### src/window_cfg_defines.vh
// Register offsets, field positions and reset values for the window and strap block
`ifndef WINDOW_CFG_DEFINES_VH
`define WINDOW_CFG_DEFINES_VH
`define OFS_PREFETCH_WIN 12'h920
`define OFS_HOST_SPACE 12'h922
`define OFS_CARD_SPACE 12'h923
`define OFS_WIN_PROG 12'h924
`define OFS_CHIP_MODE 12'h925
`define WIN_FIELD_MASK 8'hDF
`define RST_HOST_SPACE 8'hC0
`define RST_CARD_SPACE 8'hC0
`define RST_WIN_PROG 8'h00
`define RST_PREFETCH 8'h00
`define BIT_IRQ_MODE_LO 0
`define BIT_IRQ_MODE_HI 1
`define BIT_PWR_MODE 2
`define BIT_RST_CAUSE 3
`define BIT_HW_SUSP_EN 4
`define BIT_NEW_SMBUS 5
`define BIT_MM_ARM 7
`define CHIP_MODE_WMASK 8'hB7
`define CHIP_MODE_RMASK 8'hBF
`define IRQ_SIDEBAND 2'h0
`define IRQ_EXT_HW 2'h1
`define IRQ_SERIAL_WAY 2'h2
`define IRQ_HOST_BUS 2'h3
`endif

### src/window_type_and_strap_config.v
// Window type selection and chip strap/mode control register bank
`timescale 1ns/1ps
`include "window_cfg_defines.vh"

// What this block does
// - Prefetch window register is read-only
// - Host type bit: 0 memory, 1 I/O
// - Card type bit: 0 memory, 1 I/O commands
// - Type 1: programmable, extra-control timing/size
// - Decode interrupt signalling mode field
// - Interrupt mode loaded from two straps
// - Power-control mode loaded from latch strap
// - Strap bits 2:0 also software writable
// - Bits 2:0 kept on wake segment reset
// - Bit 3 reports last reset cause
// - Mode 0: three-wire serial power control
// - Mode 1: two-wire SMBus, 32 kHz reference
// - Bit 5 selects old or new SMBus
// - External mode: expander load/data outputs
// - Serial-way: bidirectional irq line, LEDs
// - Suspend enable with low request pin
// - Video port enabled only by arm bit
module window_type_and_strap_config (
  // Clock and reset
  input wire i_mclk,
  input wire i_rst,
  input wire i_seg_reset,
  input wire i_wake_enable,
  // Register access
  input wire i_wr,
  input wire i_rd,
  input wire [11:0] i_addr,
  input wire [7:0] i_wdata,
  output reg [7:0] o_rdata,
  // Strap and mode pins
  input wire [1:0] i_high_irq_strap_pin,
  input wire [1:0] i_serial_in_strap_pin,
  input wire i_latch_strap_pin,
  input wire i_suspend_req_n,
  // Window decode per window
  output wire [6:0] o_win_host_io,
  output wire [6:0] o_win_card_io,
  output wire [6:0] o_win_use_extra_ctrl,
  // Interrupt mode decode
  output wire o_sideband_serial_irq_mode,
  output wire o_ext_hw_irq_mode,
  output wire o_serial_way_irq_mode,
  output wire o_host_bus_irq_mode,
  output wire o_expander_pins_en,
  output wire o_serial_irq_line_oe_allow,
  output wire o_activity_led_en,
  // Power control and suspend
  output wire o_power_three_wire,
  output wire o_power_smbus,
  output wire o_power_smbus_new,
  output wire o_strap_pin_b,
  output wire o_video_port_en
);

  // ------------------------------------------------------------
  // Strap synchronisers
  // ------------------------------------------------------------
  reg [4:0] strap_s1_q;
  reg [4:0] strap_s2_q;
  reg susp_s1_q;
  reg susp_s2_q;
  // Strap pins: hi-irq pair (open/pd/pu) then serial-in pair, then latch
  always @(posedge i_mclk) begin
    strap_s1_q <= {i_latch_strap_pin, i_serial_in_strap_pin, i_high_irq_strap_pin};
    strap_s2_q <= strap_s1_q;
    susp_s1_q <= i_suspend_req_n;
    susp_s2_q <= susp_s1_q;
  end

  // Strap pair encoding: 2'b00 pull-down, 2'b01 pull-up, 2'b10 open
  function [1:0] strap_irq_mode;
    input [1:0] hi_irq_pair;
    input [1:0] ser_in_pair;
    begin
      if (hi_irq_pair == 2'h2 && ser_in_pair == 2'h1)
        strap_irq_mode = `IRQ_HOST_BUS;
      else if (hi_irq_pair == 2'h0 && ser_in_pair == 2'h0)
        strap_irq_mode = `IRQ_SERIAL_WAY;
      else if (hi_irq_pair == 2'h0 && ser_in_pair == 2'h1)
        strap_irq_mode = `IRQ_SIDEBAND;
      else
        strap_irq_mode = `IRQ_EXT_HW;
    end
  endfunction

  // ------------------------------------------------------------
  // Helper functions
  // ------------------------------------------------------------
  // Seven window bits with the reserved bit squeezed out
  function [6:0] win_field;
    input [7:0] value;
    begin
      win_field = {value[7:6], value[4:0]};
    end
  endfunction

  function reg_hit;
    input strobe;
    input [11:0] addr;
    input [11:0] offset;
    begin
      reg_hit = strobe && (addr == offset);
    end
  endfunction

  // Reset cause and bit 6 are never taken from the bus
  function [7:0] chip_mode_merge;
    input [7:0] old_value;
    input [7:0] new_value;
    begin
      chip_mode_merge = (old_value & ~`CHIP_MODE_WMASK) | (new_value & `CHIP_MODE_WMASK);
    end
  endfunction

  // Reserved bit 6 always reads as zero
  function [7:0] chip_mode_view;
    input [7:0] value;
    begin
      chip_mode_view = value & `CHIP_MODE_RMASK;
    end
  endfunction

  // ------------------------------------------------------------
  // Register access decode
  // ------------------------------------------------------------
  wire wr_host_space;
  wire wr_card_space;
  wire wr_win_prog;
  wire wr_chip_mode;
  // Prefetch and unmapped offsets match no write
  assign wr_host_space = reg_hit(i_wr, i_addr, `OFS_HOST_SPACE);
  assign wr_card_space = reg_hit(i_wr, i_addr, `OFS_CARD_SPACE);
  assign wr_win_prog = reg_hit(i_wr, i_addr, `OFS_WIN_PROG);
  assign wr_chip_mode = reg_hit(i_wr, i_addr, `OFS_CHIP_MODE);

  // ------------------------------------------------------------
  // Reset context
  // ------------------------------------------------------------
  reg strap_load_q;
  reg keep_ctx_q;
  reg power_up_seen_q;
  wire keep_ctx;
  assign keep_ctx = i_seg_reset & i_wake_enable;

  // Straps load once, on the first edge after reset
  always @(posedge i_mclk) begin
    if (i_rst) begin
      strap_load_q <= 1'b1;
      keep_ctx_q <= keep_ctx;
    end else begin
      strap_load_q <= 1'b0;
    end
  end

  // Held through a segment reset, so a long reset keeps the cause
  always @(posedge i_mclk) begin
    if (i_rst) begin
      if (!i_seg_reset) begin
        power_up_seen_q <= 1'b0;
      end
    end else begin
      power_up_seen_q <= 1'b1;
    end
  end

  // ------------------------------------------------------------
  // Register next values
  // ------------------------------------------------------------
  reg [7:0] host_space_q;
  reg [7:0] card_space_q;
  reg [7:0] win_prog_q;
  reg [7:0] chip_mode_q;
  reg [7:0] host_space_d;
  reg [7:0] card_space_d;
  reg [7:0] win_prog_d;
  reg [7:0] chip_mode_d;

  always @* begin
    host_space_d = host_space_q;
    card_space_d = card_space_q;
    win_prog_d = win_prog_q;
    chip_mode_d = chip_mode_q;
    if (i_rst) begin
      host_space_d = `RST_HOST_SPACE;
      card_space_d = `RST_CARD_SPACE;
      win_prog_d = `RST_WIN_PROG;
      chip_mode_d[7:4] = 4'h0;
      if (!keep_ctx) begin
        chip_mode_d[3:0] = 4'h0;
      end
      if (i_seg_reset) begin
        chip_mode_d[`BIT_RST_CAUSE] = power_up_seen_q;
      end
    end else if (strap_load_q && !keep_ctx_q) begin
      chip_mode_d[1:0] = strap_irq_mode(strap_s2_q[1:0], strap_s2_q[3:2]);
      chip_mode_d[`BIT_PWR_MODE] = strap_s2_q[4];
    end else begin
      if (wr_host_space) begin
        host_space_d = i_wdata & `WIN_FIELD_MASK;
      end
      if (wr_card_space) begin
        card_space_d = i_wdata & `WIN_FIELD_MASK;
      end
      if (wr_win_prog) begin
        win_prog_d = i_wdata & `WIN_FIELD_MASK;
      end
      if (wr_chip_mode) begin
        chip_mode_d = chip_mode_merge(chip_mode_q, i_wdata);
      end
    end
  end

  always @(posedge i_mclk) begin
    host_space_q <= host_space_d;
    card_space_q <= card_space_d;
    win_prog_q <= win_prog_d;
    chip_mode_q <= chip_mode_d;
  end

  // ------------------------------------------------------------
  // Read path
  // ------------------------------------------------------------
  reg [7:0] rdata_d;

  // Read data holds until the next read
  always @* begin
    rdata_d = o_rdata;
    if (i_rst) begin
      rdata_d = 8'h00;
    end else if (i_rd) begin
      case (i_addr)
        `OFS_PREFETCH_WIN: rdata_d = `RST_PREFETCH;
        `OFS_HOST_SPACE: rdata_d = host_space_q;
        `OFS_CARD_SPACE: rdata_d = card_space_q;
        `OFS_WIN_PROG: rdata_d = win_prog_q;
        `OFS_CHIP_MODE: rdata_d = chip_mode_view(chip_mode_q);
        default: rdata_d = 8'h00;
      endcase
    end
  end

  always @(posedge i_mclk) begin
    o_rdata <= rdata_d;
  end

  // ------------------------------------------------------------
  // Window decode
  // ------------------------------------------------------------
  // Decoded from next values so outputs track the registers
  reg [6:0] win_host_io_q;
  reg [6:0] win_card_io_q;
  reg [6:0] win_extra_ctrl_q;
  wire [6:0] win_prog_bits_d;
  assign win_prog_bits_d = win_field(win_prog_d);

  always @(posedge i_mclk) begin
    win_host_io_q <= win_prog_bits_d & win_field(host_space_d);
    win_card_io_q <= win_prog_bits_d & win_field(card_space_d);
    win_extra_ctrl_q <= win_prog_bits_d;
  end

  assign o_win_host_io = win_host_io_q;
  assign o_win_card_io = win_card_io_q;
  assign o_win_use_extra_ctrl = win_extra_ctrl_q;

  // ------------------------------------------------------------
  // Mode decode
  // ------------------------------------------------------------
  reg sideband_mode_q;
  reg ext_hw_mode_q;
  reg serial_way_mode_q;
  reg host_bus_mode_q;
  wire [1:0] irq_mode_d;
  assign irq_mode_d = chip_mode_d[1:0];

  always @(posedge i_mclk) begin
    sideband_mode_q <= (irq_mode_d == `IRQ_SIDEBAND);
    ext_hw_mode_q <= (irq_mode_d == `IRQ_EXT_HW);
    serial_way_mode_q <= (irq_mode_d == `IRQ_SERIAL_WAY);
    host_bus_mode_q <= (irq_mode_d == `IRQ_HOST_BUS);
  end

  assign o_sideband_serial_irq_mode = sideband_mode_q;
  assign o_ext_hw_irq_mode = ext_hw_mode_q;
  assign o_serial_way_irq_mode = serial_way_mode_q;
  assign o_host_bus_irq_mode = host_bus_mode_q;
  // Pin roles follow the interrupt signalling mode
  assign o_expander_pins_en = ext_hw_mode_q;
  assign o_serial_irq_line_oe_allow = serial_way_mode_q;
  assign o_activity_led_en = serial_way_mode_q;

  // ------------------------------------------------------------
  // Power control and suspend
  // ------------------------------------------------------------
  reg power_three_wire_q;
  reg power_smbus_q;
  reg power_smbus_new_q;
  reg strap_pin_b_q;
  reg video_port_en_q;

  // Suspend reads only the second synchroniser stage
  always @(posedge i_mclk) begin
    power_three_wire_q <= ~chip_mode_d[`BIT_PWR_MODE];
    power_smbus_q <= chip_mode_d[`BIT_PWR_MODE];
    power_smbus_new_q <= chip_mode_d[`BIT_PWR_MODE] & chip_mode_d[`BIT_NEW_SMBUS];
    strap_pin_b_q <= chip_mode_d[`BIT_HW_SUSP_EN] & ~susp_s2_q;
    video_port_en_q <= chip_mode_d[`BIT_MM_ARM];
  end

  assign o_power_three_wire = power_three_wire_q;
  assign o_power_smbus = power_smbus_q;
  assign o_power_smbus_new = power_smbus_new_q;
  assign o_strap_pin_b = strap_pin_b_q;
  assign o_video_port_en = video_port_en_q;

endmodule // window_type_and_strap_config

### config.mk
export PLATFORM = sky130hd
export DESIGN_NAME = window_type_and_strap_config
export DESIGN_NICKNAME = d
export VERILOG_FILES = /design/src/window_type_and_strap_config.v
export VERILOG_INCLUDE_DIRS = /design/src
export SDC_FILE = /design/constraint.sdc
export NUM_CORES = 1
export LEC_CHECK = 0
export ABC_AREA = 0
export BUFFER_PORTS_ARGS = -buffer_cell sky130_fd_sc_hd__buf_2
export CAP_MARGIN = 20
export CORE_ASPECT_RATIO = 1.4
export CORE_MARGIN = 2
export CORE_UTILIZATION = 55
export DETAILED_ROUTE_END_ITERATION = 6
export GPL_TIMING_DRIVEN = 0
export PLACE_DENSITY = 0.81
export SLEW_MARGIN = 5
export SYNTH_ARGS = -nofsm -noshare
export SYNTH_HDL_FRONTEND = slang
export SYNTH_SLANG_ARGS = --single-unit
### constraint.sdc
create_clock -name i_mclk -period 4.03 [get_ports i_mclk]
set_clock_uncertainty 0.1 [all_clocks]
set_input_delay 0 -clock i_mclk [delete_from_list [all_inputs] [get_ports i_mclk]]
set_output_delay 0 -clock i_mclk [all_outputs]
set_load 0.03 [all_outputs]
==> summary.txt, run 1 <==
Outcome
  – Status: completed

Synthesis
  – Post-synth top area cell: dfxtp_1
  – Commonest cells in the netlist: 69 x dfxtp_1, 30 x mux2i_1, 22 x nand2_1
  – Warnings, synthesis: 0
  – Synth Flop Type: dfxtp_1
  – Sequential element share of the synthesized area: 0.531
  – Post-synth EDFFs: 3
  – Most common cell in the netlist: dfxtp_1
  – Post-synth ARST share: 0
  – Syn_nets: 288
  – Avg Inst Size Synth: 10.8 µm²
  – Synth Instances: 256
  – Mapped cell area: 2770 µm²
  – Unique cell type count in the Yosys netlist: 41
  – Share of the synthesized area in the top cell type: 0.499
  – Number of synthesized register bits: 72
  – Largest cells by area after synthesis: dfxtp_1 50%, mux2i_1 11%, o221a_2 4.9%, edfxtp_1 3.3%, nand2_1 3.0%

GRT
  – GR Overflow Total: 0
  – First-pass GRT wire length: 10600 µm
  – GRT Resource Usage Total: 0.252
  – Largest net degree at the start of global routing: 14
  – M3 GR Usage: 0.0643
  – GR peak layer: met2
  – Initial antenna violation count: 0
  – GRT met2 Usage: 0.425
  – Met1 GRT Util: 0.265
  – Via count of the first global-routing pass: 2322

STA
  – Hold Vio Cnt, Final: 0
  – Fin. max-slew vios: 0
  – Crit share post-route: 0.515
  – Worst slew pin tran: 792 ps
  – Final setup violation count: 0
  – Slew Limit Headroom: 0.469
  – Max Freq: 0.482 GHz
  – RSZ-0062 raised after global routing: no
  – Setup TNS: 0 ps
  – Worst hold margin: 55.8 ps
  – Min cycle time layout: 2070 ps
  – Final worst setup slack: 1960 ps

Drt
  – Via count: 2355
  – DR iter-0 viols: 140
  – Drt total wl: 6720 µm
  – ANT nets after route: 0
  – Number of vias per cell: 5.54
  – Wirelength per Cell: 15.8 µm
  – Remaining DRCs: 0
  – DR pass1 iterations: 4

Finish
  – Diode count: 0
  – P&R area growth vs syn: 29.4%
  – Fill cells: 335
  – Fraction of layout cells with a size suffix above 1: 0.324
  – Net count of the finished layout: 388
  – Post-Route Utilization: 0.740

Clock tree
  – CTS tree: yes
  – Hold Buf Count CTS: 18
  – CTS buffer count: 9
  – Skew-Pair Late Insertion Delay: 350 ps
  – Largest buffer count on any clock path: 2
  – Post-CTS Setup Inserts: 0
  – CTS Sinks: 72
  – Htree depth: 3
  – Post-cts sizing count: 0
  – Root buffer cell: clkbuf_8
  – CTS clk-pin slew, worst paths: 80 ps

Run
  – Max Cap Viol: 0

Placement
  – RD Place Congestion: 0.904
  – Dpl hpwl: 4710 µm
  – Setup Slack @ Placement: 1990 ps
  – Port buffer count: 71

Pwr
  – Internal Dissipation: 1.06 mW
  – Psw: 0.342 mW
  – Logic pwr share: 0.074
  – Clock power share: 0.401
  – LEAKAGE: 1.51 nW
  – Net Sw Frac: 0.244
  – PD cells: 392 nW/µm²
  – Share of power burned in registers: 0.525
  – Worst vdd ir: 0.366 mV

Worst setup path
  – CP Class: register to register
  – Crit Path Max Fanout: 10
  – Critical Path AT: 2190 ps
  – Reg2reg path depth: 6
  – Crit path launch type: register
  – Reg-to-Reg Start: keep_ctx_q
  – Critical path launch point: keep_ctx_q
  – Crit Reg-Reg Endpoint: host_space_q[6]
  – R2r setup slk: 1960 ps
  – WP data required: 4150 ps
  – Setup crit end: host_space_q[6]
  – Crit end category: register

Worst hold path
  – Hold crit path type: primary input to register

Floorplan
  – Die Wd: 64.0 µm
  – Die Y: 88.0 µm
  – Core area: 4840 µm²
  – Die area: 5630 µm²
  – Initial core utilization: 0.572
  – Std-Cell Rows: 30
  – I/O pins: 73
-- power groups by stage --
stage	combinational (mW)	clock (mW)	sequential (mW)
final	0.103	0.563	0.738
after global routing	0.111	0.601	0.739
after CTS	0.102	0.567	0.737
after detailed placement	0.0882	0	0.754
after global placement	0.0873	0	0.753
after floorplan	0.0414	0	0.760
-- cell type report --
cell class | instances | area [µm²] | share of cell area
buffer | 16 | 88.8 | 0.0248
clock buffer | 10 | 128 | 0.0356
clock inverter | 6 | 70.1 | 0.0196
inverter | 4 | 15.0 | 0.00419
multi-input combinational | 164 | 1190 | 0.333
sequential | 72 | 1470 | 0.411
tap | 64 | 80.1 | 0.0223
timing repair buffer | 89 | 536 | 0.149
-- sequential cells by signal, summed over array words and instances, names as in the netlist, named ones only --
register and flops:
o_rdata 8, susp_s2_q 1, strap_s2_q 5, strap_load_q 1
o_win_use_extra_ctrl 7, o_win_host_io 7, strap_s1_q 5, o_strap_pin_b 1
host_space_q 7, keep_ctx_q 1, o_power_three_wire 1, power_up_seen_q 1
o_host_bus_irq_mode 1, o_sideband_serial_irq_mode 1, chip_mode_q 6, o_win_card_io 7
o_power_smbus_new 1, o_activity_led_en 1, card_space_q 7, susp_s1_q 1
o_expander_pins_en 1
-- worst max-delay path, cell delays in order, from the launching register on --
cell and delay, ps:
edfxtp_1 370, nand2b_1 340, nand4_4 200, nor3_2 430, buf_6 240, mux2i_1 200, nand2_1 70
-- through the flow --
step,area [µm²],std cells,total power [mW]
floorplan,2770,256,0.802
global placement,3210,391,0.840
detailed placement,3210,391,0.842
CTS,3580,425,1.41
global route,3580,425,1.45
finish,3580,425,1.40
-- per-layer routing --
layer  vias to the layer above  routed length (µm)
li1                       1133                   -
met1                      1109                2470
met2                        91                3590
met3                        22                 381
met4                         0                 282
met5                         -                   0
-- logic make-up (layout without fill, tap and decap cells) --
family / count (synthesis) / after routing / synth area share
AOI/OAI and AO/OA: 51 / 51 / 0.150
xor gates and xnor gates: 1 / 1 / 0.00316
buffers and inverters: 20 / 125 / 0.0375
DFF: 72 / 72 / 0.531
muxes: 30 / 30 / 0.108
and+or+nand+nor: 82 / 82 / 0.169
-- cells in the final DEF, fill, tap and decap left out, drive strengths merged, types with 4 or more instances in the layout --
cell type    instances
buf                 81
dfxtp               69
mux2i               30
nand2               22
nor2                20
dlygate4sd3         18
clkbuf              16
o221a               14
a21oi                9
nand3                7
a22o                 7
o21a                 6
o22ai                6
nor3                 6
and2                 5
nand4                5
inv                  4
nand2b               4
-- how the worst min path moves through the flow --
stage                             from                  to  slack, ps  depth (start not counted)
2_1_floorplan                    i_rst        strap_load_q        -70                          0
3_3_place_gp   i_high_irq_strap_pin[0]       strap_s1_q[0]          2                          1
3_5_place_dp           i_suspend_req_n           susp_s1_q          4                          1
4_1_cts                      i_addr[7]  o_power_three_wire         50                          4
5_1_grt                      i_addr[7]  o_power_three_wire         90                          4
6_report                     i_addr[7]  o_power_three_wire         60                          4
(Power assumes the default switching activity.)
==> run 2, diff against run 1 <==
--- a/config.mk
+++ b/config.mk
@@ -11,10 +11,10 @@
 export CAP_MARGIN = 20
 export CORE_ASPECT_RATIO = 1.4
 export CORE_MARGIN = 2
-export CORE_UTILIZATION = 55
+export CORE_UTILIZATION = 47
 export DETAILED_ROUTE_END_ITERATION = 6
 export GPL_TIMING_DRIVEN = 0
-export PLACE_DENSITY = 0.81
+export PLACE_DENSITY = 0.73
 export SLEW_MARGIN = 5
 export SYNTH_ARGS = -nofsm -noshare
 export SYNTH_HDL_FRONTEND = slang
==> constraint.sdc (replaced) <==
create_clock -name i_mclk -period 1.7 [get_ports i_mclk]
set_clock_uncertainty 0.1 [all_clocks]
set_input_delay 0 -clock i_mclk [delete_from_list [all_inputs] [get_ports i_mclk]]
set_output_delay 0 -clock i_mclk [all_outputs]
set_load 0.03 [all_outputs]
==> summary.txt, run 2 (synthesized netlist as in run 1, its figures left out) <==
Clock tree
  – CTS tree: yes
  – Largest buffer count on any clock path: 2
  – Root buffer cell: clkbuf_8
  – Hold Buf Count CTS: 18
  – CTS buffer count: 9
  – Skew-Pair Late Insertion Delay: 340 ps
  – CTS Sinks: 72
  – CTS clk-pin slew, worst paths: 70 ps
  – Htree depth: 3

Worst setup path
  – Crit end category: register
  – Crit Reg-Reg Endpoint: o_win_host_io[3]
  – Critical Path AT: 1930 ps
  – Crit path launch type: register
  – Crit Path Max Fanout: 10
  – CP Class: register to register
  – WP data required: 1890 ps
  – Reg-to-Reg Start: keep_ctx_q
  – R2r setup slk: -40 ps
  – Reg2reg path depth: 7

GRT
  – First-pass GRT wire length: 11000 µm
  – GR Overflow Total: 0
  – M3 GR Usage: 0.0441
  – GRT Resource Usage Total: 0.236
  – GRT met2 Usage: 0.392
  – Largest net degree at the start of global routing: 12
  – Met1 GRT Util: 0.263
  – Via count of the first global-routing pass: 2283
  – GR peak layer: met2
  – Initial antenna violation count: 0

STA
  – Worst slew pin tran: 807 ps
  – Final setup violation count: 16
  – Max Freq: 0.573 GHz
  – RSZ-0062 raised after global routing: yes
  – Min cycle time layout: 1740 ps
  – Worst hold margin: -27.6 ps
  – Crit share post-route: 1.03
  – Final worst setup slack: -44.6 ps
  – Slew Limit Headroom: 0.459
  – Fin. max-slew vios: 0
  – Hold Vio Cnt, Final: 1

Finish
  – Diode count: 0
  – Top reg by flops: o_rdata
  – Multi-input combinational cell area: 1270 µm²
  – Net count of the finished layout: 400
  – Post-Route Utilization: 0.653
  – Largest register FFs: 8
  – P&R area growth vs syn: 36.2%
  – Reg area: 1470 µm²
  – Fill cells: 475
  – Count of non-filler cells in the finished layout: 443
  – Most frequent cells in the layout: 74 x buf_2, 69 x dfxtp_1, 30 x mux2i_1, 22 x nand2_1
  – Fraction of layout cells with a size suffix above 1: 0.362
  – Most common cell after layout, fill and taps aside: buf_2

Outcome
  – Failing checks: negative hold slack, negative setup slack
  – Status: finished with violations

Floorplan
  – Die area: 6530 µm²
  – Die Wd: 68.9 µm
  – Die Y: 94.8 µm
  – Std-Cell Rows: 33
  – Core area: 5780 µm²
  – I/O pins: 73
  – Initial core utilization: 0.479

Pwr
  – LEAKAGE: 1.63 nW
  – Worst vdd ir: 0.986 mV
  – PD cells: 888 nW/µm²

Placement
  – RD Place Congestion: 0.868
  – Placed insts: 397
  – Port buffer count: 71
  – Setup Slack @ Placement: -364 ps
  – Dpl hpwl: 4900 µm

Drt
  – ANT nets after route: 0
  – Via count: 2423
  – Wirelength per Cell: 16.2 µm
  – Drt total wl: 7190 µm
  – DR iter-0 viols: 148
  – DR pass1 iterations: 4
  – Number of vias per cell: 5.47
  – Remaining DRCs: 0

Worst hold path
  – Hold_sp: i_rst
  – Hold crit path type: primary input to register
  – Min-Delay Path Depth: 3
  – Hold Path End: chip_mode_q[1]

Run
  – Max Cap Viol: 0
run 2: cell count changes in the layout (fill, tap and decap cells not counted), moves of 2 or more:
cell,before,now
clkinvlp_4,3,0
clkinv_2,0,2
o21ai_1,0,2
clkinv_4,2,0
nor3_4,1,4
nor2_4,0,2
o21ai_0,2,0
buf_2,76,74
buf_6,1,4
nor2_1,20,18
nor3_2,3,1
clkbuf_8,9,11
buf_4,4,15
run 2: cell type report:
cell class | count | area share
Clock buffer | 13 | 0.0421
Timing Repair Buffer | 101 | 0.166
Sequential cell | 72 | 0.390
Clock inverter | 3 | 0.0106
Multi-Input combinational cell | 164 | 0.336
Tap cell | 70 | 0.0232
Inverter | 4 | 0.00398
Buffer | 16 | 0.0279
run 2: how the worst max path moves through the flow:
stage | startpoint | to | slack (ps) | cells after the start
after floorplan | keep_ctx_q | host_space_q[6] | -10 | 6
after global placement | keep_ctx_q | host_space_q[6] | -320 | 6
after detailed placement | keep_ctx_q | host_space_q[6] | -360 | 6
after CTS | keep_ctx_q | card_space_q[6] | -60 | 6
after global routing | keep_ctx_q | o_win_host_io[3] | -110 | 7
final | keep_ctx_q | o_win_host_io[3] | -40 | 7
run 2: what timing repair did:
item / in CTS / in global routing
buffers inserted: 4 / 7
pin swaps: 7 / 4
resized for setup: 15 / 8
hold endpoints to repair: 52 / 1
setup endpoints to repair: 48 / 28
gates cloned: 1 / 0
run 2: through the flow:
stage | area (µm²) | TNS [ps] | power [mW]
after floorplan | 2770 | -37.2 | 1.90
after global placement | 3210 | -8080 | 1.99
after detailed placement | 3210 | -8890 | 2.00
after CTS | 3690 | -224 | 3.37
after global routing | 3770 | -1850 | 3.47
final | 3770 | -430 | 3.35
run 2: critical path: stages, from the launching register on:
cell	delay (ps)
edfxtp_1	370
nand2b_4	160
nand4_4	120
buf_4	190
nor3_4	230
buf_6	200
o21a_1	150
o221a_2	180
run 2: routing by layer:
layer | share of wire | routed length, µm
met1 | 0.39 | 2820
met2 | 0.52 | 3720
met3 | 0.049 | 353
met4 | 0.040 | 291
met5 | 0 | 0
run 2: power breakdown:
part / internal [mW] / switching (mW)
logic: 0.111 / 0.149
registers: 1.73 / 0.0166
clock network: 0.754 / 0.588
